===== src/sirx_pkg.sv =====
// Shared constants and types for the status and receive data registers
package sirx_pkg;
    // Register addresses on the serial control bus
    localparam logic [7:0] ADDR_AUX = 8'hB4;
    localparam logic [7:0] ADDR_RXLO = 8'hC5;
    localparam logic [7:0] ADDR_STAT = 8'hC6;
    localparam logic [7:0] ADDR_PROG = 8'hC8;
    localparam logic [7:0] ADDR_RXHI = 8'hC9;
    localparam logic [7:0] ADDR_MASK = 8'hCE;
    // Broadcast tone-set address
    localparam logic [7:0] ALL_CALL = 8'h40;
    // Status word field positions
    localparam int B_IRQ = 15;
    localparam int B_INB = 13;
    localparam int B_TSET = 12;
    localparam int B_CTC = 11;
    localparam int B_DCS = 10;
    localparam int B_AHI = 9;
    localparam int B_ALO = 8;
    localparam int B_END = 7;
    localparam int B_XFER = 6;
    localparam int B_CRC = 5;
    localparam int B_R24 = 4;
    localparam int B_R12 = 3;
    localparam int B_PROG = 0;
    localparam logic [15:0] CLEAR_ON_READ = 16'hFFFE;
    localparam logic [15:0] RSVD_MASK = 16'h4006;
    localparam logic [15:0] TONE_FLAGS = 16'h2C00;
    localparam logic [15:0] STAT_RST = 16'h0001;
    localparam logic [15:0] MASK_RST = 16'h0000;
    localparam logic [15:0] WORD_RST = 16'h0000;
    localparam logic [7:0] AUX_RST = 8'h00;
    // Serial frame bit counts
    localparam logic [4:0] CNT_ADDR = 5'h08;
    localparam logic [4:0] CNT_BYTE = 5'h10;
    localparam logic [4:0] CNT_WORD = 5'h18;
    // Modem data formats
    localparam logic [2:0] FMT_0 = 3'h0;
    localparam logic [2:0] FMT_2 = 3'h2;
    localparam logic [2:0] FMT_3 = 3'h3;
    localparam logic [2:0] FMT_4 = 3'h4;
    localparam logic [2:0] FMT_5 = 3'h5;
    localparam int FIFO_DEPTH = 8;

    typedef enum logic [1:0] {
        SP_IDLE = 2'b00,
        SP_ADDR = 2'b01,
        SP_DATA = 2'b10,
        SP_DONE = 2'b11
    } sirx_ser_e;

    // Decoded receive words from the modem
    typedef struct packed {
        logic last;
        logic sized;
        logic crc_bad;
        logic wide;
        logic [15:0] lo;
        logic [15:0] hi;
    } sirx_rxent_s;

    // Received tone set
    typedef struct packed {
        logic valid;
        logic [7:0] addr;
        logic [3:0] signalling_tone_high;
        logic [3:0] signalling_tone_low;
    } sirx_tset_s;

    // One-cycle event pulses from the signal processor
    typedef struct packed {
        logic inband_chg;
        logic ctcss_chg;
        logic dcs_chg;
        logic turnoff_chg;
        logic maint_chg;
        logic tset_sent;
        logic aux_high;
        logic aux_low;
        logic tx_last_bit;
        logic tx_xfer_req;
        logic sync_seen;
        logic head_ok;
        logic [1:0] rate;
        logic prog_done;
    } sirx_evt_s;
endpackage : sirx_pkg


===== src/sirx_fifo.sv =====
// Receive word FIFO with valid and ready on both sides
`timescale 1ns/1ps
module sirx_fifo #(
    parameter int WIDTH = 36,
    parameter int DEPTH = 8
) (
    input wire logic clk,
    input wire logic arst_n,
    input wire logic [WIDTH-1:0] in_data,
    input wire logic in_valid,
    output logic in_ready,
    output logic [WIDTH-1:0] out_data,
    output logic out_valid,
    input wire logic out_ready
);
    localparam int AW = $clog2(DEPTH);

    logic [WIDTH-1:0] mem [DEPTH];
    logic [AW:0] wr_reg;
    logic [AW:0] rd_reg;
    logic push;
    logic pop;

    // Full when pointers differ only in the wrap bit
    assign in_ready = !((wr_reg[AW] != rd_reg[AW]) &&
                        (wr_reg[AW-1:0] == rd_reg[AW-1:0]));
    assign out_valid = (wr_reg != rd_reg);
    assign out_data = mem[rd_reg[AW-1:0]];
    assign push = in_valid && in_ready;
    assign pop = out_valid && out_ready;

    // Storage
    always_ff @(posedge clk)
    begin
        if (push)
        begin
            mem[wr_reg[AW-1:0]] <= in_data;
        end
    end

    // Pointers
    always_ff @(posedge clk or negedge arst_n)
    begin
        if (!arst_n)
        begin
            wr_reg <= '0;
            rd_reg <= '0;
        end
        else
        begin
            if (push)
            begin
                wr_reg <= wr_reg + 1'b1;
            end
            if (pop)
            begin
                rd_reg <= rd_reg + 1'b1;
            end
        end
    end
endmodule : sirx_fifo


===== src/sirx_status_regs.sv =====
// Status, interrupt and receive data registers behind the serial bus
// How it works
// - Aux result register holds last conversion, readable only when powered.
// - Status reads are valid only while the processor is powered.
// - A masked-in flag being set sets the pending bit 15; the CRC bit 5 never does.
// - Interrupt output active when pending bit and global enable both set.
// - Status read clears bits 15..1; bit 0 cleared only by program write.
// - Status bits 14, 2 and 1 always read zero.
// - Bits 13, 11, 10 flag tone changes in receive, zero in transmit.
// - Turn-off tone changes hit DCS flag; maintenance tone hits CTCSS.
// - Bit 12 set on matching tone set received, or fourth tone sent.
// - Bits 9 and 8 record high and low threshold crossings since read.
// - Receive: end bit with transfer bit after last part; CRC then too.
// - Transmit: end bit after last bit; formats 0,2,3 need host arm.
// - Bit 6 asks for transmit data or flags received data ready.
// - Bit 5 after sized type 4/5 CRC: zero if clean, else one.
// - Bits 4,3 give rate; loaded on sync or good-CRC head per type 0.
// - Program write clears the flag; completion sets it again.
// - Receive words hold latest bytes; unread data is overwritten.
// - High receive word used only for types 4, 5, frame heads and tone sets.
// - Tone set loads address and tones into high word if address matches and no receive word pops that cycle.
// - Head of type 3, 4 or 5 turns on automatic decoding.
`timescale 1ns/1ps
module sirx_status_regs (
    input wire logic CLK,
    input wire logic ARST_N,
    input wire logic SER_CLK,
    input wire logic SER_CS_N,
    input wire logic SER_DIN,
    output logic SER_DOUT,
    output logic SER_DOUT_OE_N,
    output logic INTERRUPT_REQUEST_OUT_N,
    input wire logic POWER_ON,
    input wire logic RX_MODE,
    input wire logic TX_MODE,
    input wire logic TYPE0_ENABLE,
    input wire logic [2:0] DATA_FORMAT,
    input wire logic END_ARMED,
    input wire sirx_pkg::sirx_evt_s EVENTS,
    input wire logic [7:0] AUX_RESULT,
    input wire logic AUX_VALID,
    input wire sirx_pkg::sirx_rxent_s RX_ENTRY,
    input wire logic RX_ENTRY_VALID,
    output logic RX_ENTRY_READY,
    input wire sirx_pkg::sirx_tset_s TONESET,
    input wire logic [7:0] DEVICE_ADDR,
    input wire logic HEAD_VALID,
    input wire logic [2:0] HEAD_TYPE,
    output logic AUTO_DECODE,
    output logic [15:0] PROG_WORD,
    output logic PROG_STROBE
);
    import sirx_pkg::*;

    // Registers readable over the serial bus
    function automatic logic is_read(input logic [7:0] a);
        return (a == ADDR_AUX) || (a == ADDR_STAT) ||
               (a == ADDR_RXLO) || (a == ADDR_RXHI);
    endfunction : is_read

    // Value shifted out for a read, left aligned
    function automatic logic [15:0] rd_value(input logic [7:0] a,
        input logic pwr, input logic [15:0] st, input logic [7:0] ax,
        input logic [15:0] lo, input logic [15:0] hi);
        logic [15:0] v;
        v = 16'h0000;
        case (a)
            ADDR_AUX: v = pwr ? {ax, 8'h00} : 16'h0000;
            ADDR_STAT: v = pwr ? st : 16'h0000;
            ADDR_RXLO: v = lo;
            ADDR_RXHI: v = hi;
            default: v = 16'h0000;
        endcase
        return v;
    endfunction : rd_value

    logic sclk_s1, sclk_s2, sclk_s3;
    logic cs_s1, cs_s2;
    logic din_s1, din_s2;
    logic sclk_rise, sclk_fall;
    sirx_ser_e ser_reg;
    logic [4:0] cnt_reg;
    logic [7:0] addr_reg;
    logic [15:0] sin_reg;
    logic [15:0] sout_reg;
    logic dout_reg;
    logic [15:0] stat_reg, stat_next;
    logic [15:0] mask_reg;
    logic [7:0] aux_reg;
    logic [15:0] rxlo_reg, rxhi_reg;
    logic irq_n_reg;
    logic auto_reg;
    logic [15:0] prog_reg;
    logic prog_wr;
    logic rd_clr;
    logic frame_end;
    logic [4:0] end_cnt;
    logic [15:0] set_vec;
    logic rate_ld, crc_ld, tset_hit, end_auto;
    sirx_rxent_s ent;
    logic ent_valid, ent_ready, pop;

    // Pin synchronisers, edges taken from second and third stages
    always_ff @(posedge CLK or negedge ARST_N)
    begin
        if (!ARST_N)
        begin
            sclk_s1 <= 1'b0;
            sclk_s2 <= 1'b0;
            sclk_s3 <= 1'b0;
            cs_s1 <= 1'b1;
            cs_s2 <= 1'b1;
            din_s1 <= 1'b0;
            din_s2 <= 1'b0;
        end
        else
        begin
            sclk_s1 <= SER_CLK;
            sclk_s2 <= sclk_s1;
            sclk_s3 <= sclk_s2;
            cs_s1 <= SER_CS_N;
            cs_s2 <= cs_s1;
            din_s1 <= SER_DIN;
            din_s2 <= din_s1;
        end
    end

    assign sclk_rise = sclk_s2 && !sclk_s3;
    assign sclk_fall = !sclk_s2 && sclk_s3;
    assign end_cnt = (addr_reg == ADDR_AUX) ? CNT_BYTE : CNT_WORD;
    assign frame_end = (ser_reg == SP_DATA) && sclk_rise &&
                       (cnt_reg + 5'h01 == end_cnt);

    // One register per transaction; extra clocks ignored until deselect
    always_ff @(posedge CLK or negedge ARST_N)
    begin
        if (!ARST_N)
        begin
            ser_reg <= SP_IDLE;
            cnt_reg <= 5'h00;
            addr_reg <= 8'h00;
            sin_reg <= 16'h0000;
        end
        else if (cs_s2)
        begin
            ser_reg <= SP_IDLE;
            cnt_reg <= 5'h00;
        end
        else
        begin
            case (ser_reg)
                SP_IDLE: ser_reg <= SP_ADDR;
                SP_ADDR:
                begin
                    if (sclk_rise)
                    begin
                        sin_reg <= {sin_reg[14:0], din_s2};
                        cnt_reg <= cnt_reg + 5'h01;
                        if (cnt_reg + 5'h01 == CNT_ADDR)
                        begin
                            addr_reg <= {sin_reg[6:0], din_s2};
                            ser_reg <= SP_DATA;
                        end
                    end
                end
                SP_DATA:
                begin
                    if (sclk_rise)
                    begin
                        sin_reg <= {sin_reg[14:0], din_s2};
                        cnt_reg <= cnt_reg + 5'h01;
                        if (frame_end)
                        begin
                            ser_reg <= SP_DONE;
                        end
                    end
                end
                SP_DONE: ser_reg <= SP_DONE;
                default: ser_reg <= SP_IDLE;
            endcase
        end
    end

    // Read data: loaded at end of address, changes on falling edges
    always_ff @(posedge CLK or negedge ARST_N)
    begin
        if (!ARST_N)
        begin
            sout_reg <= 16'h0000;
            dout_reg <= 1'b0;
        end
        else if (ser_reg == SP_ADDR && sclk_rise &&
                 cnt_reg + 5'h01 == CNT_ADDR)
        begin
            sout_reg <= rd_value({sin_reg[6:0], din_s2}, POWER_ON,
                stat_reg, aux_reg, rxlo_reg, rxhi_reg);
        end
        else if (ser_reg == SP_DATA && sclk_fall)
        begin
            dout_reg <= sout_reg[15];
            sout_reg <= {sout_reg[14:0], 1'b0};
        end
    end

    assign SER_DOUT = dout_reg;
    assign SER_DOUT_OE_N = !(ser_reg == SP_DATA && is_read(addr_reg));
    assign rd_clr = frame_end && (addr_reg == ADDR_STAT);
    assign prog_wr = frame_end && (addr_reg == ADDR_PROG);

    // Mask and programming word writes
    always_ff @(posedge CLK or negedge ARST_N)
    begin
        if (!ARST_N)
        begin
            mask_reg <= MASK_RST;
            prog_reg <= WORD_RST;
            PROG_STROBE <= 1'b0;
        end
        else
        begin
            PROG_STROBE <= prog_wr;
            if (frame_end && addr_reg == ADDR_MASK)
            begin
                mask_reg <= {sin_reg[14:0], din_s2};
            end
            if (prog_wr)
            begin
                prog_reg <= {sin_reg[14:0], din_s2};
            end
        end
    end

    assign PROG_WORD = prog_reg;

    // Receive word buffer, held back while a low or high receive word is shifting out
    sirx_fifo #(
        .WIDTH($bits(sirx_rxent_s)),
        .DEPTH(FIFO_DEPTH)
    ) u_fifo (
        .clk(CLK),
        .arst_n(ARST_N),
        .in_data(RX_ENTRY),
        .in_valid(RX_ENTRY_VALID),
        .in_ready(RX_ENTRY_READY),
        .out_data(ent),
        .out_valid(ent_valid),
        .out_ready(ent_ready)
    );

    assign ent_ready = !(ser_reg == SP_DATA &&
        (addr_reg == ADDR_RXLO || addr_reg == ADDR_RXHI));
    assign pop = ent_valid && ent_ready;
    assign tset_hit = RX_MODE && !TX_MODE && TONESET.valid &&
        (TONESET.addr == DEVICE_ADDR || TONESET.addr == ALL_CALL);

    // Receive words: low word overwritten by each new arrival, high word by wide arrivals or, in a cycle with no arrival, a matching tone set
    always_ff @(posedge CLK or negedge ARST_N)
    begin
        if (!ARST_N)
        begin
            rxlo_reg <= WORD_RST;
            rxhi_reg <= WORD_RST;
        end
        else if (pop)
        begin
            rxlo_reg <= ent.lo;
            if (ent.wide)
            begin
                rxhi_reg <= ent.hi;
            end
        end
        else if (tset_hit)
        begin
            rxhi_reg <= {TONESET.signalling_tone_high,
                TONESET.signalling_tone_low, TONESET.addr};
        end
    end

    // Aux converter result
    always_ff @(posedge CLK or negedge ARST_N)
    begin
        if (!ARST_N)
        begin
            aux_reg <= AUX_RST;
        end
        else if (AUX_VALID)
        begin
            aux_reg <= AUX_RESULT;
        end
    end

    // Automatic decode of formatted frames
    always_ff @(posedge CLK or negedge ARST_N)
    begin
        if (!ARST_N)
        begin
            auto_reg <= 1'b0;
        end
        else if (HEAD_VALID)
        begin
            auto_reg <= (HEAD_TYPE == FMT_3 || HEAD_TYPE == FMT_4 ||
                         HEAD_TYPE == FMT_5);
        end
        else if (pop && ent.last)
        begin
            auto_reg <= 1'b0;
        end
    end

    assign AUTO_DECODE = auto_reg;
    assign end_auto = !(DATA_FORMAT == FMT_0 || DATA_FORMAT == FMT_2 ||
                        DATA_FORMAT == FMT_3);
    assign rate_ld = RX_MODE && !TX_MODE &&
        (TYPE0_ENABLE ? EVENTS.sync_seen : EVENTS.head_ok);
    assign crc_ld = RX_MODE && !TX_MODE && pop &&
        ent.last && ent.sized;

    // Flag set terms from events
    always_comb
    begin
        set_vec = 16'h0000;
        if (RX_MODE && !TX_MODE)
        begin
            set_vec[B_INB] = EVENTS.inband_chg;
            set_vec[B_CTC] = EVENTS.ctcss_chg || EVENTS.maint_chg;
            set_vec[B_DCS] = EVENTS.dcs_chg || EVENTS.turnoff_chg;
            set_vec[B_END] = pop && ent.last;
            set_vec[B_XFER] = pop;
        end
        else if (TX_MODE)
        begin
            set_vec[B_END] = EVENTS.tx_last_bit &&
                             (end_auto || END_ARMED);
            set_vec[B_XFER] = EVENTS.tx_xfer_req;
        end
        set_vec[B_TSET] = TX_MODE ? EVENTS.tset_sent : tset_hit;
        set_vec[B_AHI] = EVENTS.aux_high;
        set_vec[B_ALO] = EVENTS.aux_low;
        set_vec[B_R24] = rate_ld && EVENTS.rate[1];
        set_vec[B_R12] = rate_ld && EVENTS.rate[0];
        set_vec[B_PROG] = EVENTS.prog_done && !stat_reg[B_PROG];
    end

    // Status next value; new events win over the read clear
    always_comb
    begin
        stat_next = stat_reg & ~(rd_clr ? CLEAR_ON_READ : 16'h0000);
        stat_next = stat_next | set_vec;
        if (crc_ld)
        begin
            stat_next[B_CRC] = ent.crc_bad;
        end
        if (rate_ld)
        begin
            stat_next[B_R24:B_R12] = EVENTS.rate;
        end
        if (prog_wr)
        begin
            stat_next[B_PROG] = 1'b0;
        end
        if (EVENTS.prog_done)
        begin
            stat_next[B_PROG] = 1'b1;
        end
        if (TX_MODE)
        begin
            stat_next = stat_next & ~TONE_FLAGS;
        end
        if ((set_vec & mask_reg & CLEAR_ON_READ & ~16'h8000) != 16'h0000 ||
            (set_vec[B_PROG] && mask_reg[B_PROG]))
        begin
            stat_next[B_IRQ] = 1'b1;
        end
        stat_next = stat_next & ~RSVD_MASK;
    end

    // Status register and registered active-low interrupt
    always_ff @(posedge CLK or negedge ARST_N)
    begin
        if (!ARST_N)
        begin
            stat_reg <= STAT_RST;
            irq_n_reg <= 1'b1;
        end
        else
        begin
            stat_reg <= stat_next;
            irq_n_reg <= !(stat_reg[B_IRQ] && mask_reg[B_IRQ]);
        end
    end

    assign INTERRUPT_REQUEST_OUT_N = irq_n_reg;
endmodule : sirx_status_regs


===== config.mk =====
export PLATFORM = sky130hd
export DESIGN_NAME = sirx_status_regs
export DESIGN_NICKNAME = d
export VERILOG_FILES = /design/src/sirx_pkg.sv /design/src/sirx_fifo.sv /design/src/sirx_status_regs.sv
export SDC_FILE = /design/constraint.sdc
export NUM_CORES = 1
export LEC_CHECK = 0
export ABC_AREA = 1
export BUFFER_PORTS_ARGS = -buffer_cell sky130_fd_sc_hd__buf_2
export CAP_MARGIN = 20
export CORE_ASPECT_RATIO = 0.7
export CORE_MARGIN = 3
export CORE_UTILIZATION = 45
export DETAILED_ROUTE_END_ITERATION = 7
export HOLD_SLACK_MARGIN = 0.12
export MAX_ROUTING_LAYER = met4
export PLACE_DENSITY = 0.73
export SYNTH_ARGS = -nofsm -noshare
export SYNTH_HDL_FRONTEND = slang
export SYNTH_SLANG_ARGS = --single-unit

===== constraint.sdc =====
create_clock -name CLK -period 3.8 [get_ports CLK]
set_input_delay 0.19 -clock CLK [delete_from_list [all_inputs] [get_ports CLK]]
set_output_delay 0.19 -clock CLK [all_outputs]
set_load 0.05 [all_outputs]

After elaboration in Yosys (flattened, before gate mapping). Memories as Yosys holds them, arrays and structs flattened. Cells that the tools add are included.

Register bits after elaboration: 150. Memory bits (writable): 288. Output and inout port bits: 22. Logic and storage cells: 165. Memories kept: 1.

Memories: u_fifo.mem (depth 8, width 36, rd ports 1, clocked after Yosys merged registers in 0, write ports 1, RTL line sirx_fifo.sv:18) `logic [WIDTH-1:0] mem [DEPTH];`.

Add/sub/neg operators: 3. Equality and inequality tests: 30. Muxes and demuxes: 35. Bitwise gates (word level): 6. Reductions and logical operators: 66.

Operators with widths (number): $mux 16 (8); $eq 8x8->1 const B (10); $pmux 16 s4 (1); $logic_and 1x1->1 (29); $mux 2 (9); $and 16x16->16 (1); $not 16->16 (1); $or 16x14->16 (1); $reduce_bool 16->1 (1); $and 14x15->15 (1); $mux 5 (3); $mux 14 (1); $logic_or 1x1->1 (13); $ne 3x3->1 const B (4); $mux 1 (11); $reduce_bool 2->1 (5); $eq 3x2->1 const B (3); $logic_not 1->1 (9); $add 4x1->4 const B (2); $eq 8x7->1 const B (1); $eq 8x8->1 (1); $pmux 2 s4 (1); $reduce_and 4->1 (2); $eq 3x3->1 const B (2); other kinds (16) (20).

Longest topological paths before layout. Gate-level depths: netlist of run 1.

Word-level depth: 12. Gate-level depth with buffers: 13.

Hierarchy. From an unflattened synthesis of run 1, not the netlist that was laid out.

Cells, all modules: 1726. Area, all modules: 18587.8 sq um.

By module, submodules not included: sirx_fifo (times used 1, cells an instance 896, area an instance 11765.0 sq um, seq. area each 8848.5 sq um); sirx_status_regs (times used 1, cells an instance 830, area an instance 6822.8 sq um, seq. area each 3458.3 sq um).

Worst setup path after synthesis of run 1. No wires, ideal clock.

Path type: register -> register. From: register u_fifo.rd_reg[1]. To: memory u_fifo.mem[0][0], enable pin. Arrival time: 3098 ps. Required time: 3371 ps. Setup slack: 273 ps. Stages on the path, launching flop included: 8. Buffers on the path: 1. Period minus slack after synthesis: 3527 ps. Cells stage by stage: dfrtp_1 > buf_6 > xor2_1 > nor2_1 > nand3_1 > nand2_1 > or2_2 > nor2_1.

Word-level cells in the longest chain between the ends: 6.

RTL lines: start, declared (RTL line sirx_fifo.sv:20) `logic [AW:0] rd_reg;`; start signal, assigned (RTL line sirx_fifo.sv:57) `rd_reg <= rd_reg + 1'b1;`; $eq 3x3->1 (RTL line sirx_fifo.sv:26) `(wr_reg[AW-1:0] == rd_reg[AW-1:0]));`; $logic_and 1x1->1 (RTL line sirx_fifo.sv:25) `assign in_ready = !((wr_reg[AW] != rd_reg[AW]) &&`; $logic_not 1->1 (RTL line sirx_fifo.sv:25); named net RX_ENTRY_READY (RTL line sirx_status_regs.sv:44) `output logic RX_ENTRY_READY,`; $logic_and 1x1->1 (RTL line sirx_fifo.sv:29) `assign push = in_valid && in_ready;`; $mux 1 (RTL line sirx_fifo.sv:35) `if (push)`; $mux 1 (not written as such) (RTL line sirx_fifo.sv:37) `mem[wr_reg[AW-1:0]] <= in_data;`; end, declared (RTL line sirx_fifo.sv:18).

The timed path passes the listed nets, and every way through them passes these cells.

Worst setup path in the final report of run 1.
From: register cnt_reg[0]. To: register stat_reg[10].

Word-level cells in the longest chain between the ends: 9.

RTL lines: start, declared (RTL line sirx_status_regs.sv:82) `logic [4:0] cnt_reg;`; start signal, assigned (RTL line sirx_status_regs.sv:158) `cnt_reg <= cnt_reg + 5'h01;`; start signal, assigned (RTL line sirx_status_regs.sv:171) `cnt_reg <= cnt_reg + 5'h01;`; $add 5x1->5 (RTL line sirx_status_regs.sv:132) `(cnt_reg + 5'h01 == end_cnt);`; $eq 5x5->1 (RTL line sirx_status_regs.sv:132); $logic_and 1x1->1 (RTL line sirx_status_regs.sv:131) `assign frame_end = (ser_reg == SP_DATA) && sclk_rise &&`; $logic_and 1x1->1 (RTL line sirx_status_regs.sv:207) `assign rd_clr = frame_end && (addr_reg == ADDR_STAT);`; $mux 16 (RTL line sirx_status_regs.sv:347) `stat_next = stat_reg & ~(rd_clr ? CLEAR_ON_READ : 16'h0000);`; $not 16->16 (RTL line sirx_status_regs.sv:347); $and 16x16->16 (RTL line sirx_status_regs.sv:347); $or 16x14->16 (RTL line sirx_status_regs.sv:348) `stat_next = stat_next | set_vec;`; $mux 14 (RTL line sirx_status_regs.sv:365) `if (TX_MODE)`; named net stat_next[10] (RTL line sirx_status_regs.sv:87) `logic [15:0] stat_reg, stat_next;`; end signal, assigned (RTL line sirx_status_regs.sv:387) `stat_reg <= stat_next;`; end, declared (RTL line sirx_status_regs.sv:87).

The timed path passes the listed nets, and every way through them passes these cells. A chain may end at the register's enable or synchronous reset.

==> qor.yml, run 1 <==
yosysTopAreaCell: "edfxtp_1"
numCtsBuffers: 40
whs_endpoint: "stat_reg[12]$_DFF_PN0_"
portBuffers: 124
r2r_end: "stat_reg[10]$_DFF_PN0_"
powerDensity_mw_per_mm2: 723
synth-warning-count: 0
switching_power_w: 0.00552
critPathKind: "reg -> reg"
power_frac_seq_pct: 41.0
synth_nets: 1720
worst_path_most_repeated_cell: "nand3_1"
die_area_mm2: 0.0426
gp_congestion: 0.901
design_area_mm2: 0.0215
drive_gt1_share_pct: 14.8
synth_flop_cell: "edfxtp_1"
worst_setup_path_end_kind: "flip-flop"
hp-class: "in -> reg"
routed_wl_um: 45700
ys_top_cells_by_count: "288 x edfxtp_1, 274 x nand2_1, 224 x nor2_1"
wl_per_cell_um: 19.3
grt_max_degree: 102
worst_path_largest_cell_delay_ns: 0.55
drcViolationCount: 0
synth_cells: 1610
grt_pass1_wl_um: 71800
fin_nets: 1918
clock-sinks: 434
maxCapViolCount: 0
pwr-share-comb_pct: 30.8
core_mm2: 0.0390
via_per_inst: 5.50
tritoncts: "built"
synth_most_common_cell: "edfxtp_1"
dr_wl_met2_um: 20700
clock_latency_ns: 0.55
start_kind: "flip-flop"
hold-path-cell-count: 5
setup_viol: 0
async_reset_ff_share_pct: 33.6
ys_ff_latch: 434
num_rows: 60
p_leak_nw: 8.29
crit_required_ns: 4.22
clk_path_buf_depth: 3
wl_met1_um: 19800
path_cells: "ha_1, xnor2_1, nand4_1, nor2_1, nand3_1, nand3_1, nand2_1, dlygate4sd3_1"
ff2ff_path_depth: 8
finClkSkew_ns: 0.0210
synth_edf_count: 288
syn_area_mm2: 0.0181
p_total_w: 0.0156
clock_power_share_pct: 28.2
fmaxAchievable_mhz: 375
antenna_found_initial: 3
post-route-period-util_pct: 70.2
grt_use_total_pct: 22.1
tns_ns: 0
dpl_cell_area_mm2: 0.0192
hold_viol: 0
die_y_um: 174
ant_nets: 0
reg2reg_slack_ns: 1.13
max-slew-margin-rel_pct: 29.0
synth_cell_type_count: 46
r2r_start: "cnt_reg[0]$_DFFE_PN0P_"
min-delay-start: "TONESET[16]"
slew_violations: 0
htreeDepth: 2
pre_cts_ws_ns: 1.17
ys_top_cells_by_area: "edfxtp_1 48%, dfrtp_1 20%, nand2_1 5.7%, o21ai_0 5.2%, nor2_1 4.7%"
ios: 125
grt_pass1_vias: 12800
vias: 13000
cpMaxStageDelayCell: "dlygate4sd3_1"
seq_area_frac_synth_pct: 68.1
avgSynthCellArea_um2: 11.2
top_layer: "met4"
clk_pin_slew_ns: 0.06
areaGrowthSynthToFinish_pct: 19.1
worst_slack_ns: 1.13
arrival_ns: 3.09
cts_root_buffer: "clkbuf_16"
outcome: "finished clean"
path_max_fanout: 12
startpoint: "cnt_reg[0]$_DFFE_PN0P_"
switching_share_pct: 35.5
rsz0062_at_grt: "no"
drtPass1Iterations: 6
hpwl_um: 27100
p_int_w: 0.0100
tightest_slew_ns: 1.06
netlist.area_leader.share_pct: 47.9
vdd_drop_max_mv: 0.454
start_util_pct: 46.3
die_w_um: 245
overflow: 0
wl_met3_um: 3880
min_period_ns: 2.67
whs_ns: 0.124
largest_register_ff_count: 288
drtIter0Drc: 1342
==> per-layer routing <==
| metal | up-vias | track usage [%] |
|---|---|---|
| met5 | - | - |
| met1 | 6396 | 30.7 |
| li1 | 6027 | - |
| met4 | 0 | 7.15 |
| met2 | 517 | 32.5 |
| met3 | 96 | 4.59 |
==> placed cells by master, fill, tap and decap left out, types with 3 or more instances in the layout <==
cell and n:
xor2_1 11, mux2_2 8, clkinv_1 6, inv_1 70, o22ai_1 34, o21ai_0 187, dfrtp_1 141, a22o_1 3
nand2_4 3, clkinv_2 8, nand2_1 274, nand4_1 27, edfxtp_1 288, buf_12 3, clkbuf_16 41, buf_4 17
nand2_2 10, nor2_1 216, o21ai_1 30, inv_2 7, nor2_4 9, nand3_1 87, a21oi_1 18, ha_1 7
o21ai_2 9, dfstp_2 4, a31oi_1 16, bufinv_16 9, nor3_2 4, dlygate4sd3_1 93, diode_2 3, xnor2_1 8
buf_2 123, clkbuf_1 6, o211ai_1 37
==> worst max path at each step <==
stage / endpoint / slack (ns) / cells past startpoint
2_1_floorplan: u_fifo.mem[0][0]$_DFFE_PP_ / 0.27 / 7
3_3_place_gp: rxhi_reg[12]$_DFFE_PN0P_ / 1.21 / 10
3_5_place_dp: rxhi_reg[10]$_DFFE_PN0P_ / 1.17 / 10
4_1_cts: rxhi_reg[10]$_DFFE_PN0P_ / 1.12 / 10
5_1_grt: rxhi_reg[10]$_DFFE_PN0P_ / 0.83 / 10
6_report: stat_reg[10]$_DFF_PN0_ / 1.13 / 8
==> critical path: cells and delay by family (launching register included) <==
kind	cells	cell delay [ns]
XOR/XNOR	1	0.24
adder cells (fa/ha/maj)	1	0.25
AND/OR/NAND/NOR	5	1.08
flip-flops	1	0.43
buffers and inverters	1	0.55
==> cell type report <==
cell class | count | area, um2
inverters | 79 | 300
flip-flops and latches | 434 | 12300
diodes | 3 | 7.51
clock inverters | 26 | 360
well taps | 527 | 659
multi-input cells | 1015 | 5060
clock buffers | 48 | 1060
repair buffers | 238 | 1760
fillers | 3265 | 17500
==> timing repair <==
item | 4_1_cts | 5_1_grt
gates resized for setup | 0 | 0
buffers inserted | 0 | 0
hold endpoints to repair | 422 | 0
setup endpoints to repair | 0 | 0
hold buffers | 93 | 0
==> through the flow <==
step,cells,util (%)
finish,2370,55.1
global route,2370,55.1
CTS,2367,55.1
detailed placement,2200,49.1
global placement,2199,49.1
floorplan,1610,-
==> cells by family (layout without fill, tap and decap cells) <==
group	Yosys count	count (layout)	share of synthesized area, %
adder cells (fa/ha/maj)	7	7	0.485
multiplexers	8	8	0.499
AND/OR/NAND/NOR	644	644	15.3
XOR/XNOR	19	19	0.921
AO/OA/AOI/OAI	337	337	10.5
buffers and inverters	161	391	4.19
other	0	3	0
flip-flops	434	434	68.1
==> power groups by stage <==
stage | combinational (W) | sequential, W | clock (W)
3_3_place_gp | 0.00453 | 0.00643 | 0
3_5_place_dp | 0.00469 | 0.00645 | 0
5_1_grt | 0.00533 | 0.00644 | 0.00463
2_1_floorplan | 0.00342 | 0.00634 | 0
4_1_cts | 0.00479 | 0.00637 | 0.00443
6_report | 0.00479 | 0.00638 | 0.00438
Note: power is estimated with default switching activity, not from simulation.
==> run 2, diff against run 1 <==
clock period = 2.6 ns   (was 3.8 ns; I/O delays follow)
==> run 2 against run 1 <==
Net effect: routed wire length is 1.6% higher; sequential share of layout area fell by 0.29 points; final cell count up 0.76%; sequential power increased by 46%; die area did not move; combinational power rose by 50%; critical endpoint is now stat_reg[12]$_DFF_PN0_; largest cell class unchanged; register-to-register slack lost 0.95 ns; power up 44%; non-clock buffer count rose by 19; highest routed layer unchanged.
==> qor.yml, run 2 (same netlist as run 1, synthesis figures left out) <==
start_kind: "flip-flop"
switching_share_pct: 35.9  # +0.42 points
largest_register_ff_count: 288  # unchanged
slew_violations: 0  # unchanged
pwr-share-comb_pct: 32.1  # +1.3 points
die_y_um: 174  # unchanged
core_mm2: 0.0390  # unchanged
cpMaxStageDelayCell: "dlygate4sd3_1"
worst_path_largest_cell_delay_ns: 0.57  # +0.02 ns
clock_latency_ns: 0.55  # about the same
final_cell_mix: "288 x edfxtp_1, 274 x nand2_1, 216 x nor2_1"
grt_pass1_wl_um: 72500  # +0.91%
r2r_end: "stat_reg[12]$_DFF_PN0_"
clk_path_buf_depth: 3  # unchanged
start_util_pct: 46.3  # unchanged
numCtsBuffers: 41  # +2.5%
drive_gt1_share_pct: 15.1  # +0.29 points
die_w_um: 245  # unchanged
fillCellCount: 3223  # -1.3%
multiInputGateArea_mm2: 0.00508  # +0.25%
hp-class: "in -> async"
fin_nets: 1938  # +1.0%
worst_slack_ns: 0.183  # -0.949 ns
clk_pin_slew_ns: 0.07  # about the same
vdd_drop_max_mv: 0.703  # +55%
portBuffers: 124  # unchanged
ff2ff_path_depth: 8  # unchanged
path_cells: "ha_1, xnor2_1, nand4_1, nor2_1, nand3_4, nand2_1, nand3_1, dlygate4sd3_1"
stdcell_count: 2388  # +0.76%
hold_viol: 0  # unchanged
finClkSkew_ns: 0.0230  # +0.00202 ns
max-slew-margin-rel_pct: 56.1  # +27 points
routed_wl_um: 46400  # +1.6%
clock-sinks: 434  # unchanged
switching_power_w: 0.00804  # +46%
worst_setup_path_end_kind: "flip-flop"
drtPass1Iterations: 5  # -1
grt_max_degree: 65  # -36%
antenna_found_initial: 2  # -1
tightest_slew_ns: 0.657  # -0.402 ns
htreeDepth: 2  # unchanged
outcome: "finished clean"
grt_use_total_pct: 22.2  # +0.17 points
maxCapViolCount: 0  # unchanged
vias: 13400  # +2.4%
p_int_w: 0.0143  # +43%
ios: 125  # unchanged
wl_per_cell_um: 19.4  # +0.80%
die_area_mm2: 0.0426  # unchanged
powerDensity_mw_per_mm2: 1030  # +43%
overflow: 0  # unchanged
tritoncts: "built"
post-route-period-util_pct: 92.9  # +23 points
via_per_inst: 5.59  # +1.7%
num_rows: 60  # unchanged
fmaxAchievable_mhz: 414  # +10%
pre_cts_ws_ns: 0.350  # -0.820 ns
critPathKind: "reg -> reg"
rsz0062_at_grt: "no"
gp_congestion: 0.909  # +0.87%
drtIter0Drc: 1543  # +15%
cts_root_buffer: "clkbuf_16"
p_leak_nw: 8.33  # +0.45%
areaGrowthSynthToFinish_pct: 19.8
r2r_start: "cnt_reg[0]$_DFFE_PN0P_"
whs_ns: 0.143  # +0.0188 ns
clock_power_share_pct: 26.2  # -2.0 points
arrival_ns: 2.85  # -0.24 ns
drcViolationCount: 0  # unchanged
crit_required_ns: 3.03  # -1.19 ns
hpwl_um: 29600  # +9.0%
ant_nets: 0  # unchanged
min_period_ns: 2.42  # -0.251 ns
final_common_cell: "edfxtp_1"
final-seq-area_mm2: 0.0123  # unchanged
reg2reg_slack_ns: 0.18  # -0.95 ns
place_inst: 2213  # +0.59%
grt_pass1_vias: 13000  # +1.8%
power_frac_seq_pct: 41.6  # +0.6 points
setup_viol: 0  # unchanged
path_max_fanout: 12  # unchanged
==> run 2: worst max-delay path by stage <==
stage / endpoint / startpoint / slack (ns) / depth (start not counted)
3_5_place_dp: rxhi_reg[0]$_DFFE_PN0P_ / u_fifo.rd_reg[0]$_DFFE_PN0N_ / 0.35 / 7
5_1_grt: PROG_WORD[4]$_DFFE_PN0N_ / cnt_reg[0]$_DFFE_PN0P_ / 0.02 / 9
2_1_floorplan: u_fifo.mem[0][0]$_DFFE_PP_ / u_fifo.rd_reg[1]$_DFFE_PN0N_ / -0.35 / 7
4_1_cts: stat_reg[12]$_DFF_PN0_ / cnt_reg[0]$_DFFE_PN0P_ / 0.02 / 8
6_report: stat_reg[12]$_DFF_PN0_ / cnt_reg[0]$_DFFE_PN0P_ / 0.18 / 8
3_3_place_gp: rxhi_reg[11]$_DFFE_PN0P_ / u_fifo.rd_reg[0]$_DFFE_PN0N_ / 0.46 / 10
==> run 2: worst max-delay path, delay by kind of cell (launching register included) <==
family	cells	cell delay, ns
flip-flops	1	0.43
AND/OR/NAND/NOR	5	0.78
adder cells (fa/ha/maj)	1	0.25
buffers and inverters	1	0.57
XOR/XNOR	1	0.26
==> run 2: timing repair <==
item / 4_1_cts / 5_1_grt
setup buffers: 0 / 0
endpoints found under the setup margin: 0 / 3
endpoints found under the hold margin: 476 / 0
gates resized for setup: 0 / 2
hold buffers: 99 / 0
==> run 2: layout make-up <==
cell class	instances	share of cell area, %
Antenna cell	3	0.0347
Clock buffer	59	5.44
Clock inverter	14	0.607
Inverter	79	1.39
Multi-Input combinational cell	1015	23.5
Sequential cell	434	56.9
Tap cell	527	3.05
Timing Repair Buffer	257	9.12
==> run 2: per-layer routing <==
metal / up-vias / global-route usage [%] / wire length, um
met5: - / - / 0
met4: 0 / 6.91 / 1360
met3: 109 / 4.13 / 4030
met2: 671 / 32.9 / 20800
met1: 6489 / 31.3 / 20300
li1: 6084 / - / -
==> run 2: power by group through the flow <==
stage | logic (W) | registers (W) | clock network, W
floorplan | 0.00505 | 0.00924 | 0
global placement | 0.00679 | 0.00938 | 0
detailed placement | 0.00699 | 0.00942 | 0
CTS | 0.00717 | 0.00929 | 0.00596
global route | 0.00799 | 0.00940 | 0.00623
finish | 0.00719 | 0.00931 | 0.00587
==> run 2: stage by stage <==
| stage | total power, W | TNS, ns | utilization [%] | area [um2] |
|---|---|---|---|---|
| after floorplan | 0.0143 | -50.34 | - | 18100 |
| after global placement | 0.0162 | 0 | 49.5 | 19300 |
| after detailed placement | 0.0164 | 0 | 49.5 | 19300 |
| after CTS | 0.0224 | 0 | 55.4 | 21600 |
| after global routing | 0.0236 | 0 | 55.4 | 21600 |
| final | 0.0224 | 0 | 55.4 | 21600 |
==> run 3, diff against run 2 <==
CORE_MARGIN = not set   (was 3)
CTS_BUF_LIST = sky130_fd_sc_hd__clkbuf_8   (was not set)
==> run 3 against run 2 <==
Net effect: maximum frequency increased by 1.0%; worst hold slack improved by 0.026 ns; final cell count increased by 2.6%; global-route usage increased by 1.2 points; core utilization decreased by 0.64 points; first-iteration DRC count decreased by 2.1%; routed wire length decreased by 0.19%; cell area increased by 0.29%; sequential power about the same; critical path type unchanged.
==> qor.yml, run 3 (same netlist as run 1, synthesis figures left out) <==
clock-sinks: 434  # unchanged
post-route-period-util_pct: 92.0  # -0.93 points
post-route-util_pct: 54.8  # -0.64 points
path_cells: "ha_1, xnor2_1, nand4_1, nor2_1, nand3_4, nand3_1, nand2_1, dlygate4sd3_1"
pwr-share-comb_pct: 33.2  # +1.1 points
crit_family: "simple AND/OR/NAND/NOR gates"
drive_gt1_share_pct: 16.4  # +1.3 points
cts_root_buffer: "clkbuf_8"
grt_use_met1_pct: 32.3  # +0.99 points
p_int_w: 0.0137  # -4.4%
path_max_fanout: 12  # unchanged
rsz0062_at_grt: "no"
ant_nets: 0  # unchanged
p_leak_nw: 8.48  # +1.8%
hold-path-cell-count: 6
die_y_um: 170  # -2.3%
htreeDepth: 3  # +1
min_period_ns: 2.39  # -0.0243 ns
via_per_inst: 5.45  # -2.6%
arrival_ns: 2.87  # +0.02 ns
final_cell_mix: "288 x edfxtp_1, 274 x nand2_1, 216 x nor2_1"
routed_wl_um: 46400  # -0.19%
overflow: 0  # unchanged
grt_pass1_vias: 12900  # -0.68%
vdd_drop_max_mv: 0.542  # -23%
num_rows: 61  # +1.7%
hold_viol: 0  # unchanged
switching_share_pct: 37.2  # +1.3 points
ff2ff_path_depth: 8  # unchanged
tightest_slew_ns: 0.771  # +0.114 ns
die_area_mm2: 0.0410  # -3.9%
clock_power_share_pct: 24.2  # -2.0 points
critPathKind: "reg -> reg"
r2r_start: "cnt_reg[0]$_DFFE_PN0P_"
drcViolationCount: 0  # unchanged
design_area_mm2: 0.0217  # +0.29%
ios: 125  # unchanged
hpwl_um: 29500  # about the same
crit_buf_inv: 1  # unchanged
gp_congestion: 0.917  # +0.95%
tritoncts: "built"
grt_max_degree: 77  # +18%
fmaxAchievable_mhz: 418  # +1.0%
switching_power_w: 0.00812  # +1.0%
power_frac_seq_pct: 42.6  # +1.0 points
worst_path_largest_cell_delay_ns: 0.57  # about the same
stdcell_count: 2450  # +2.6%
diodes: 0  # -3
setup_viol: 0  # unchanged
use_met3_pct: 6.03  # +1.9 points
maxCapViolCount: 0  # unchanged
tns_ns: 0  # unchanged
areaGrowthSynthToFinish_pct: 20.1
drtIter0Drc: 1510  # -2.1%
clock_latency_ns: 0.63  # +0.08 ns
whs_endpoint: "rxhi_reg[12]$_DFFE_PN0P_"
r2r_end: "stat_reg[13]$_DFF_PN0_"
grt_use_total_pct: 23.4  # +1.2 points
grt_pass1_wl_um: 70500  # -2.7%
clk_path_buf_depth: 3  # unchanged
reg2reg_slack_ns: 0.21  # +0.02 ns
slew_violations: 0  # unchanged
fin_nets: 1975  # +1.9%
start_util_pct: 45.6  # -0.67 points
final_common_cell: "edfxtp_1"
outcome: "finished clean"
place_inst: 2225  # +0.54%
antenna_found_initial: 0  # -2
portBuffers: 124  # unchanged
cpMaxStageDelayCell: "dlygate4sd3_1"
powerDensity_mw_per_mm2: 1010  # -2.8%
start_kind: "flip-flop"
grtUsageMet2_pct: 34.1  # +1.2 points
vias: 13300  # -0.030%
die_w_um: 241  # -1.6%
hp-class: "in -> reg"
largest_register_ff_count: 288  # unchanged
min-delay-start: "RX_MODE"
dpl_cell_area_mm2: 0.0194  # +0.34%
worst_setup_path_end_kind: "flip-flop"
clk_pin_slew_ns: 0.07  # about the same
crit_required_ns: 3.08  # +0.05 ns
drtPass1Iterations: 6  # +1
finClkSkew_ns: 0.0364  # +0.0134 ns
core_mm2: 0.0396  # +1.5%
wl_per_cell_um: 18.9  # -2.7%
grt_busiest_layer: "met2"
max-slew-margin-rel_pct: 48.6  # -7.4 points
numCtsBuffers: 67  # +63%
run 3: cell types whose count changed in the layout (fill, tap and decap cells not counted), moves of 2 or more:
cell / previous run / this run
clkbuf_8: 2 / 75
clkbuf_16: 44 / 0
inv_1: 70 / 95
clkbuf_1: 13 / 0
dlygate4sd3_1: 99 / 105
clkinv_1: 4 / 9
diode_2: 3 / 0
buf_12: 8 / 10
buf_4: 26 / 28
bufinv_16: 2 / 0
clkinv_2: 4 / 6
clkinv_4: 2 / 0
run 3: stage by stage:
step	power (W)	hold WS [ns]	setup slack (ns)
2_1_floorplan	0.0143	-0.166	-0.350
5_1_grt	0.0231	0.149	0.0412
3_3_place_gp	0.0162	0.163	0.433
6_report	0.0218	0.169	0.208
4_1_cts	0.0219	0.123	0.0167
3_5_place_dp	0.0164	0.163	0.404
run 3: power by group through the flow:
stage | logic [W] | clock network (W) | registers [W]
5_1_grt | 0.00800 | 0.00568 | 0.00938
6_report | 0.00725 | 0.00528 | 0.00929
4_1_cts | 0.00722 | 0.00539 | 0.00928
2_1_floorplan | 0.00505 | 0 | 0.00924
3_5_place_dp | 0.00704 | 0 | 0.00940
3_3_place_gp | 0.00684 | 0 | 0.00937
run 3: how the worst max path moves through the flow:
stage / from / to / slack (ns) / cells past startpoint
floorplan: u_fifo.rd_reg[1]$_DFFE_PN0N_ / u_fifo.mem[0][0]$_DFFE_PP_ / -0.35 / 7
global placement: u_fifo.rd_reg[1]$_DFFE_PN0N_ / rxlo_reg[7]$_DFFE_PN0N_ / 0.43 / 7
detailed placement: u_fifo.rd_reg[0]$_DFFE_PN0N_ / u_fifo.mem[1][4]$_DFFE_PP_ / 0.40 / 8
CTS: cnt_reg[0]$_DFFE_PN0P_ / stat_reg[13]$_DFF_PN0_ / 0.02 / 8
global route: cnt_reg[0]$_DFFE_PN0P_ / PROG_WORD[8]$_DFFE_PN0N_ / 0.04 / 9
finish: cnt_reg[0]$_DFFE_PN0P_ / stat_reg[13]$_DFF_PN0_ / 0.21 / 8
run 3: worst register-to-register path: stages, from the launching register on:
cell and delay [ns]:
dfrtp_1 0.43, ha_1 0.25, xnor2_1 0.23, nand4_1 0.12, nor2_1 0.24, nand3_4 0.23, nand3_1 0.14, nand2_1 0.06
dlygate4sd3_1 0.57
run 3: routing by layer:
layer | wire length [um] | up-vias
met4 | 1010 | 0
met2 | 20800 | 537
met3 | 4280 | 79
met1 | 20200 | 6573
met5 | 0 | -
li1 | - | 6160
run 3: layout make-up:
cell class / count / area (um2)
flip-flops and latches: 434 / 12300
clock inverters: 44 / 195
clock buffers: 75 / 1030
fillers: 3254 / 17900
well taps: 535 / 669
inverters: 79 / 300
multi-input cells: 1015 / 5080
repair buffers: 268 / 2120
run 3: what timing repair did:
item,in CTS,in global routing
setup buffers,0,0
resized for setup,0,2
hold buffers,106,0
setup endpoints to repair,0,7
hold endpoints to repair,484,0
